$ cat src/rtl/gcs_pkg.sv
/*
  constants for the gauge control and status register set: offsets,
  bit positions, eeprom block map, opcodes, identity layout and timing.
  assumes the bus protocol engine decodes byte addresses on its own.
*/
package gcs_pkg;

  // register offsets in the linear byte space
  localparam logic [7:0] ADDR_POWER_MODE  = 8'h01;
  localparam logic [7:0] ADDR_COPY_LOCK   = 8'h07;
  localparam logic [7:0] ADDR_FEATURE     = 8'h08;
  localparam logic [7:0] ADDR_DEFAULTS    = 8'h31;

  // eeprom block bounds
  localparam logic [7:0] EE_BLK0_LO       = 8'h20;
  localparam logic [7:0] EE_BLK1_LO       = 8'h40;
  localparam logic [7:0] EE_BLK2_LO       = 8'h60;
  localparam logic [7:0] EE_BLK2_HI       = 8'h7F;

  // power mode config bit positions
  localparam int unsigned PM_SUSP_HI      = 7;
  localparam int unsigned PM_SUSP_LO      = 6;
  localparam int unsigned PM_LOW_POWER    = 5;
  localparam int unsigned PM_OPCODE_SEL   = 4;
  localparam int unsigned PM_UV_SLEEP     = 3;
  localparam int unsigned PM_ALARM_SEL    = 2;
  localparam int unsigned PM_OFFSET_BLANK = 1;
  localparam int unsigned PM_FAST_TIMING  = 0;

  // copy and lock state bit positions
  localparam int unsigned CL_COPY_BUSY    = 7;
  localparam int unsigned CL_LOCK_ARM     = 6;
  localparam int unsigned CL_BLK2         = 2;
  localparam int unsigned CL_BLK0         = 0;

  // special feature bit positions
  localparam int unsigned SF_POWER_ON     = 7;
  localparam int unsigned SF_PROG_PIN     = 6;
  localparam int unsigned SF_ALARM_EN     = 2;
  localparam int unsigned SF_CAPTURE      = 0;

  // suspend period encodings
  typedef enum logic [1:0] {
    SUSP_OFF    = 2'b00,
    SUSP_2HZ    = 2'b01,
    SUSP_1HZ    = 2'b10,
    SUSP_HALFHZ = 2'b11
  } gcs_susp_e;

  // identity read opcodes
  localparam logic [7:0] OP_ID_READ_0     = 8'h33;
  localparam logic [7:0] OP_ID_READ_1     = 8'h39;

  // identity address field widths
  localparam int unsigned ID_FAMILY_W     = 8;
  localparam int unsigned ID_SERIAL_W     = 48;
  localparam int unsigned ID_CRC_W        = 8;

  // timing: clock and undervoltage delay
  localparam int unsigned CLK_PERIOD_NS   = 4;
  localparam int unsigned UV_DELAY_US     = 1000;
  localparam int unsigned UV_DELAY_CYC    = (UV_DELAY_US * 1000) / CLK_PERIOD_NS;

endpackage : gcs_pkg

$ cat src/rtl/gcs_regs.sv
/*
  gauge control and status register set: power mode config, eeprom copy
  and lock state, special feature flags, identity address and the
  undervoltage sleep qualifier.
  assumes a protocol engine on i_clk presenting byte writes and reads,
  an eeprom store on i_clk presenting the default byte and lock flags,
  and an asynchronous undervoltage comparator level on a pin.
*/
`timescale 1ns/100ps
`default_nettype none

module gcs_regs #(
  parameter int unsigned     UV_DELAY_CYC = gcs_pkg::UV_DELAY_CYC,
  parameter logic [7:0]      FAMILY_CODE  = 8'hA5,          // arbitrary value
  parameter logic [47:0]     SERIAL_NUM   = 48'h0000_0000_0001,
  parameter logic [7:0]      ID_CRC       = 8'h00            // arbitrary value
) (
  // clock and reset
  input  wire logic          i_clk,
  input  wire logic          i_sys_rst,
  // register access from the protocol engine
  input  wire logic          i_reg_wr,
  input  wire logic          i_reg_rd,
  input  wire logic [7:0]    i_reg_addr,
  input  wire logic [7:0]    i_reg_wdata,
  output logic [7:0]         o_reg_rdata,
  output logic               o_reg_hit,
  output logic               o_ee_wr_ok,
  // eeprom store
  input  wire logic [7:0]    i_default_byte,
  input  wire logic          i_recall_blk0,
  input  wire logic [2:0]    i_lock_state,
  input  wire logic          i_copy_busy,
  input  wire logic          i_lock_cmd,
  input  wire logic [7:0]    i_lock_addr,
  output logic [2:0]         o_lock_set,
  // events from bus and converter
  input  wire logic          i_bus_reset,
  input  wire logic          i_snapshot_done,
  input  wire logic          i_alarm_cmp,
  input  wire logic          i_cell_below_uv,
  // configuration and status outputs
  output logic [1:0]         o_suspend_period,
  output logic               o_suspend_en,
  output logic               o_low_power_allow,
  output logic [7:0]         o_id_read_opcode,
  output logic               o_uv_sleep_req,
  output logic               o_alarm_to_bus,
  output logic               o_alarm_to_pin,
  output logic               o_alarm_regs_active,
  output logic               o_offset_blank_en,
  output logic               o_fast_timing_en,
  output logic               o_snapshot_hold,
  output logic               o_prog_pin_bit,
  output logic [63:0]        o_id_address
);

  localparam int unsigned UVW = $clog2(UV_DELAY_CYC + 1);

  if (UV_DELAY_CYC < 1) begin : g_chk_uv
    $error("UV_DELAY_CYC must be at least one");
  end

  ////////////////////////////////////////////////////////////////////////////
  // state

  logic [7:0]     power_mode_config;
  logic           copy_in_progress;
  logic           lock_arm;
  logic [2:0]     block_protect;
  logic           power_on_flag;
  logic           prog_pin_bit;
  logic           alarm_signal_en;
  logic           capture_flag;
  logic           por_load;
  logic           uv_meta;
  logic           uv_sync;
  logic [UVW-1:0] uv_count;

  function automatic logic [1:0] blk_of(input logic [7:0] a);
    blk_of = a[6:5] - 2'd1;
  endfunction : blk_of

  function automatic logic in_ee(input logic [7:0] a);
    in_ee = (a >= gcs_pkg::EE_BLK0_LO) && (a <= gcs_pkg::EE_BLK2_HI);
  endfunction : in_ee

  ////////////////////////////////////////////////////////////////////////////
  // decode

  wire        wr_copy_lock = i_reg_wr && (i_reg_addr == gcs_pkg::ADDR_COPY_LOCK);
  wire        wr_feature   = i_reg_wr && (i_reg_addr == gcs_pkg::ADDR_FEATURE);
  wire        hit_pm       = (i_reg_addr == gcs_pkg::ADDR_POWER_MODE);
  wire        hit_cl       = (i_reg_addr == gcs_pkg::ADDR_COPY_LOCK);
  wire        hit_sf       = (i_reg_addr == gcs_pkg::ADDR_FEATURE);
  wire [1:0]  wr_blk       = blk_of(i_reg_addr);
  wire [1:0]  lk_blk       = blk_of(i_lock_addr);
  wire        lock_fire    = i_lock_cmd && lock_arm && in_ee(i_lock_addr);
  // the power-on load and the block 0 recall are the only writers of the config byte
  wire        load_cfg     = por_load || i_recall_blk0;

  wire [7:0]  copy_lock_view  = {copy_in_progress, lock_arm, 3'h0, block_protect};
  wire [7:0]  feature_view    = {power_on_flag, prog_pin_bit, 3'h0, alarm_signal_en,
                                 1'b0, capture_flag};

  wire [7:0]  next_rdata = hit_pm ? power_mode_config :
                           hit_cl ? copy_lock_view :
                           hit_sf ? feature_view : 8'h00;

  wire [1:0]  susp      = power_mode_config[gcs_pkg::PM_SUSP_HI:gcs_pkg::PM_SUSP_LO];
  wire        low_power = power_mode_config[gcs_pkg::PM_LOW_POWER];
  wire        alarm_ok  = alarm_signal_en && (susp == gcs_pkg::SUSP_OFF)
                          && i_alarm_cmp;
  wire        uv_armed  = low_power && power_mode_config[gcs_pkg::PM_UV_SLEEP];
  wire        uv_done   = (uv_count == UVW'(UV_DELAY_CYC));

  ////////////////////////////////////////////////////////////////////////////
  // config byte, loaded once after reset release and on each block 0 recall

  always_ff @(posedge i_clk or posedge i_sys_rst) begin
    if (i_sys_rst) begin
      por_load <= 1'b1;
    end else begin
      por_load <= 1'b0;
    end
  end

  always_ff @(posedge i_clk or posedge i_sys_rst) begin
    if (i_sys_rst) begin
      power_mode_config <= 8'h00;
    end else if (load_cfg) begin
      power_mode_config <= i_default_byte;
    end
  end

  ////////////////////////////////////////////////////////////////////////////
  // copy and lock state

  always_ff @(posedge i_clk or posedge i_sys_rst) begin
    if (i_sys_rst) begin
      copy_in_progress <= 1'b0;
      lock_arm         <= 1'b0;
      block_protect    <= 3'h0;
    end else begin
      copy_in_progress <= i_copy_busy;
      if (lock_fire) begin
        lock_arm <= 1'b0;
      end else if (wr_copy_lock) begin
        lock_arm <= i_reg_wdata[gcs_pkg::CL_LOCK_ARM];
      end
      // protect flags come from the nonvolatile state, and only grow
      if (por_load) begin
        block_protect <= i_lock_state;
      end else if (lock_fire) begin
        block_protect[lk_blk] <= 1'b1;
      end
    end
  end

  ////////////////////////////////////////////////////////////////////////////
  // special feature flags; hardware set beats a host clear

  always_ff @(posedge i_clk or posedge i_sys_rst) begin
    if (i_sys_rst) begin
      power_on_flag   <= 1'b1;
      prog_pin_bit    <= 1'b0;
      alarm_signal_en <= 1'b0;
      capture_flag    <= 1'b0;
    end else begin
      if (wr_feature && !i_reg_wdata[gcs_pkg::SF_POWER_ON]) begin
        power_on_flag <= 1'b0;
      end
      if (wr_feature) begin
        prog_pin_bit <= i_reg_wdata[gcs_pkg::SF_PROG_PIN];
      end
      if (i_bus_reset) begin
        alarm_signal_en <= 1'b0;
      end else if (wr_feature) begin
        alarm_signal_en <= i_reg_wdata[gcs_pkg::SF_ALARM_EN];
      end
      if (i_snapshot_done) begin
        capture_flag <= 1'b1;
      end else if (wr_feature && !i_reg_wdata[gcs_pkg::SF_CAPTURE]) begin
        capture_flag <= 1'b0;
      end
    end
  end

  ////////////////////////////////////////////////////////////////////////////
  // undervoltage qualifier; the comparator is asynchronous to i_clk

  always_ff @(posedge i_clk or posedge i_sys_rst) begin
    if (i_sys_rst) begin
      uv_meta  <= 1'b0;
      uv_sync  <= 1'b0;
      uv_count <= '0;
    end else begin
      uv_meta <= i_cell_below_uv;
      uv_sync <= uv_meta;
      // any recovery above threshold restarts the whole delay
      if (!uv_sync || !uv_armed) begin
        uv_count <= '0;
      end else if (!uv_done) begin
        uv_count <= uv_count + UVW'(1);
      end
    end
  end

  ////////////////////////////////////////////////////////////////////////////
  // read data and registered outputs

  always_ff @(posedge i_clk or posedge i_sys_rst) begin
    if (i_sys_rst) begin
      o_reg_rdata    <= 8'h00;
      o_uv_sleep_req <= 1'b0;
      o_alarm_to_bus <= 1'b0;
      o_alarm_to_pin <= 1'b0;
    end else begin
      if (i_reg_rd) begin
        o_reg_rdata <= next_rdata;
      end
      o_uv_sleep_req <= uv_armed && uv_done;
      o_alarm_to_bus <= alarm_ok && power_mode_config[gcs_pkg::PM_ALARM_SEL];
      o_alarm_to_pin <= alarm_ok && !power_mode_config[gcs_pkg::PM_ALARM_SEL];
    end
  end

  assign o_reg_hit           = hit_pm || hit_cl || hit_sf;
  assign o_ee_wr_ok          = in_ee(i_reg_addr) && !copy_in_progress
                               && !block_protect[wr_blk];
  assign o_lock_set          = block_protect;
  assign o_suspend_period    = susp;
  assign o_suspend_en        = low_power && (susp != gcs_pkg::SUSP_OFF);
  assign o_low_power_allow   = low_power;
  assign o_id_read_opcode    = power_mode_config[gcs_pkg::PM_OPCODE_SEL] ?
                               gcs_pkg::OP_ID_READ_1 : gcs_pkg::OP_ID_READ_0;
  assign o_alarm_regs_active = alarm_signal_en;
  assign o_offset_blank_en   = power_mode_config[gcs_pkg::PM_OFFSET_BLANK];
  assign o_fast_timing_en    = power_mode_config[gcs_pkg::PM_FAST_TIMING];
  assign o_snapshot_hold     = capture_flag;
  assign o_prog_pin_bit      = prog_pin_bit;
  // crc is a constant; nothing here compares it
  assign o_id_address        = {ID_CRC, SERIAL_NUM, FAMILY_CODE};
endmodule : gcs_regs

`default_nettype wire

$ cat config.mk
export PLATFORM = sky130hd
export DESIGN_NAME = gcs_regs
export DESIGN_NICKNAME = d
export VERILOG_FILES = /design/src/rtl/gcs_pkg.sv /design/src/rtl/gcs_regs.sv
export SDC_FILE = /design/constraint.sdc
export NUM_CORES = 1
export LEC_CHECK = 0
export BUFFER_PORTS_ARGS = -buffer_cell sky130_fd_sc_hd__buf_4
export CAP_MARGIN = 25
export CORE_MARGIN = 2
export CORE_UTILIZATION = 42
export CTS_BUF_LIST = sky130_fd_sc_hd__clkbuf_16
export DETAILED_ROUTE_END_ITERATION = 6
export PLACE_DENSITY_LB_ADDON = 0.2
export SYNTH_ARGS = -nofsm -noshare
export SYNTH_HDL_FRONTEND = slang
export SYNTH_SLANG_ARGS = --single-unit
export TNS_END_PERCENT = 5
$ cat constraint.sdc
create_clock -name i_clk -period 2.3 [get_ports i_clk]
set_input_delay 0.345 -clock i_clk [delete_from_list [all_inputs] [get_ports i_clk]]
set_output_delay 0.345 -clock i_clk [all_outputs]
set_load 0.03 [all_outputs]
After elaboration in Yosys (flattened, before gate mapping). Index checks and enable logic that the tools add are counted.

Input bits: 46. Register bits: 49. Word-level logic and storage cells: 85.

$lt $le $gt $ge: 7. $add $sub $neg: 3. Equal/unequal tests: 5. Reduce and logical (&&, ||, !) cells: 35. Multiplexer cells: 18. Bitwise logic cells: 1.

Operators by type and width (count): 2-to-1 mux 18 bit (2); 2-to-1 mux 8 bit (3); adder 18 x 1 -> 18 bit, second input constant (1); == test 18 bit, second input constant (1); logical AND 1 bit (18); >= comparator 8 x 6 -> 1 bit, second input constant (2); less-or-equal comparator 8 x 7 -> 1 bit, second input constant (2); nonzero test 2 bit (5); == test 8 x 1 -> 1 bit, second input constant (1); == test 8 x 3 -> 1 bit, second input constant (1); == test 8 x 4 -> 1 bit, second input constant (1); 2-to-1 mux 1 bit (8); logical NOT 1 bit (7); < comparator 2 x 3 -> 1 bit, second input constant (2); 2-to-1 mux 3 bit (2); logical OR 1 bit (4); 2-to-1 mux 4 bit (1); subtractor 2 x 1 -> 2 bit, second input constant (2); bitwise OR 3 bit (1); binary-select mux 1 bit (select 2 bit) (1); demux 1 bit (select 2 bit) (1); >= comparator 2 x 1 -> 1 bit, second input constant (1); logical NOT 2 bit (1); != test 2 x 1 -> 1 bit, second input constant (1).

Depth between registers and ports, before layout.
Depth after elaboration: 8. Gate-level depth with buffers: 6. Gate-level depth less buffers: 6.

Worst setup path before layout. OpenSTA, ideal clock, no wires.

Path kind: in2out. From: input i_reg_addr[4]. To: output o_reg_hit. Path buffers: 1. Arrival: 1.515 ns. Setup slack: 0.440 ns. Stages: 4. Data required time: 1.955 ns. Path through: nor4_1 > and4_1 > clkbuf_1 > nand2b_1.

Cells in the longest elaborated chain, start to end: 3. Elaborated cells on any way between the ends: 5.

Ends and longest elaborated chain: from (decl) (line gcs_regs.sv:24) `input wire logic [7:0] i_reg_addr,`; == test 8 x 1 -> 1 bit / == test 8 x 3 -> 1 bit (equally long branches) (line gcs_regs.sv:93, gcs_regs.sv:94); logical OR 1 bit (line gcs_regs.sv:228) `assign o_reg_hit = hit_pm || hit_cl || hit_sf;`; logical OR 1 bit * (line gcs_regs.sv:228); to (decl) (line gcs_regs.sv:27) `output logic o_reg_hit,`.

Every way passes the cells marked *; elsewhere a longest branch is shown, timed or not.

Worst setup path in the final report.
From: register uv_count[2]. To: register uv_count[17].

Cells in the longest elaborated chain, start to end: 3. Elaborated cells on any way between the ends: 5.

Ends and longest elaborated chain: from (decl) (line gcs_regs.sv:78) `logic [UVW-1:0] uv_count;`; from (signal assigned) (line gcs_regs.sv:204) `uv_count <= uv_count + UVW'(1);`; adder 18 x 1 -> 18 bit (line gcs_regs.sv:204); 2-to-1 mux 18 bit (line gcs_regs.sv:203) `end else if (!uv_done) begin`; 2-to-1 mux 18 bit (line gcs_regs.sv:201) `if (!uv_sync || !uv_armed) begin`.

Parallel ways exist; a longest one is shown, timed or not. The select of a mux whose other input is x is not followed. A chain may end at the register's enable or synchronous reset.

==> results.tsv <==
metric	value	unit
ys_warn_count	0	
post_cts_resized	0	
synth_top_area_cell	dfrtp_1	
netlist.area_leader.share	40.9	%
yosysUniqueCellTypes	42	
netlist_area	0.00287	mm^2
drcViolationCount	0	
ir_drop	0.403	mV
avgSynthCellArea	9.71	um^2
core.rowCount	30	
diodes	0	
grt_first_pass_wirelength	9.20	mm
final_max_slew_viol_count	0	
cts_max_path_buffers	2	
antenna_found_initial	0	
postSynthCellCount	296	
gp_congestion	0.841	
layout-area-overhead-vs-synth	16.8	%
stdcell_area	0.00336	mm^2
cts_htree_levels	2	
hold_buffers	0	
hold_path.class	input pin to asynchronous set/reset pin	
netlist_top_cells_area	dfrtp_1 41%, buf_4 19%, mux2_2 3.5%	
port_buffers	63	
worst_pin_slew	0.651	ns
ys_ff_latch	49	
status	complete, no violations	
final_common_cell	conb_1	
ys_seq_area_share	42.8	%
grt_start_max_net_pins	29	
start_kind	flop	
cp_max_fo	8	
power_density	632	mW/mm^2
post-cts-setup-buffer-count	0	
critPathKind	flop to flop	
clk_latency	0.29	ns
die_height	86.7	um
drive_gt1_share	26.6	%
die_x	86.7	um
synth_edf_count	0	
mostFrequentLayoutCells	71 x conb_1, 69 x buf_4, 47 x dfrtp_1	
maxCapViolCount	0	
cp_data_arrival_time	2.06	ns
overflow	0	
vias	2091	
post-route-min-period	1.87	ns
rrSetupSlack	0.43	ns
synthArstFlopShare	100	%
clock_skew	0.00447	ns
wl_per_cell	12.9	um
coreArea	0.00672	mm^2
post-route-period-util	81.2	%
firstDrtPassIters	6	
grt_pass1_vias	1937	
rsz0062_at_grt	false	
cts_tree	yes	
setup_viol	0	
numCtsBuffers	5	
regToRegStartpoint	uv_count[2]$_DFFE_PP0P_	
cp-end-kind	flop	
track_usage	15.6	%
nNetsFinal	412	
dpl.hpwl	4.35	mm
initial_utilization	42.8	%
io_pins	143	
placed_area	0.00319	mm^2
reg2reg_depth	4	
worstPathRequired	2.50	ns
drt_iter0_drc	68	
yosys_most_used_dff	dfrtp_1	
fp.dieArea	0.00752	mm^2
p_leak	1.64	nW
routed_wl	5.75	mm
fill_cells	651	
hold_violations	0	
viasPerCell	4.70	
fmax	0.536	GHz
r2r_end	uv_count[17]$_DFFE_PP0P_	
ctsRootBufferMaster	clkbuf_16	
relSlewSlack	56.5	%
fin_setup_tns	0	ns
clkTransAtPathRegs	0.06	ns
ant_nets	0	
clock-sinks	49	
[power by group]
group | switching (mW) | internal, mW
clock network | 0.325 | 0.515
logic | 0.263 | 0.0995
registers | 0.0294 | 0.888
total | 0.617 | 1.50
[final cells by class]
type                       instances  area (um^2)  area share, %
clock buffer                       5          125           3.73
clock inverter                     3         43.8           1.30
inverter                          13         48.8           1.45
multi-input combinational        226         1290           38.5
sequential                        49         1230           36.6
tap                               80          100           2.98
timing repair buffer              69          518           15.4
[how the worst max path moves through the flow]
stage | endpoint | depth (start not counted) | start | slack (ns)
after floorplan | o_reg_hit | 4 | i_reg_addr[4] | 0.44
after global placement | uv_count[17]$_DFFE_PP0P_ | 4 | uv_count[2]$_DFFE_PP0P_ | 0.51
after detailed placement | uv_count[17]$_DFFE_PP0P_ | 4 | uv_count[2]$_DFFE_PP0P_ | 0.51
after CTS | uv_count[17]$_DFFE_PP0P_ | 4 | uv_count[2]$_DFFE_PP0P_ | 0.46
after global routing | uv_count[17]$_DFFE_PP0P_ | 4 | uv_count[2]$_DFFE_PP0P_ | 0.40
final | uv_count[17]$_DFFE_PP0P_ | 4 | uv_count[2]$_DFFE_PP0P_ | 0.43
[cells by family after synthesis]
group                      synth area share [%]
adders and majority gates                 0.871
other                                     0.261
and+or+nand+nor                            17.2
buffers and inverters                      21.3
muxes                                      4.22
xor gates and xnor gates                   3.35
DFF                                        42.8
AOI/OAI and AO/OA                          10.1
[flip-flops by register name, summed over array words and instances, names as in the netlist, 3 cells and up]
signal and cells:
uv_count 18, o_reg_rdata 8, power_mode_config 8, o_lock_set 3
[through the flow]
step	instances	hold slack, ns	power, mW	setup WS, ns	utilization, %
3_3_place_gp	437	0.335	1.29	0.515	47.4
4_1_cts	445	0.152	2.14	0.457	49.9
5_1_grt	445	0.148	2.21	0.404	49.9
3_5_place_dp	437	0.347	1.30	0.507	47.4
2_1_floorplan	365	0.331	1.28	0.440	-
6_report	445	0.124	2.12	0.433	49.9
[routing by layer]
layer / vias up / GRT usage, % / part of all wire [%]
met2: 61 / 26.2 / 51
li1: 1014 / - / -
met1: 1010 / 19.6 / 42
met3: 6 / 4.38 / 5.5
met5: - / 0 / 0
met4: 0 / 4.26 / 0.89
[worst max-delay path: stages (launching register included)]
cell and delay, ns:
dfrtp_1 0.54, nand3_4 0.15, or3_4 0.42, or4_1 0.52, a21oi_1 0.15
[cells in the mapped netlist (5+ instances only)]
| library cell | number |
|---|---|
| a21o_1 | 5 |
| a21oi_1 | 7 |
| a22oi_1 | 5 |
| buf_4 | 73 |
| dfrtp_1 | 47 |
| inv_1 | 13 |
| mux2_2 | 9 |
| nand2_1 | 14 |
| nand3_1 | 10 |
| nand4_1 | 6 |
| nor2_1 | 18 |
| nor3_1 | 5 |
| nor4_1 | 6 |
| o21ai_0 | 15 |
| o22ai_1 | 7 |
| xor2_1 | 7 |
(Power assumes the default switching activity.)
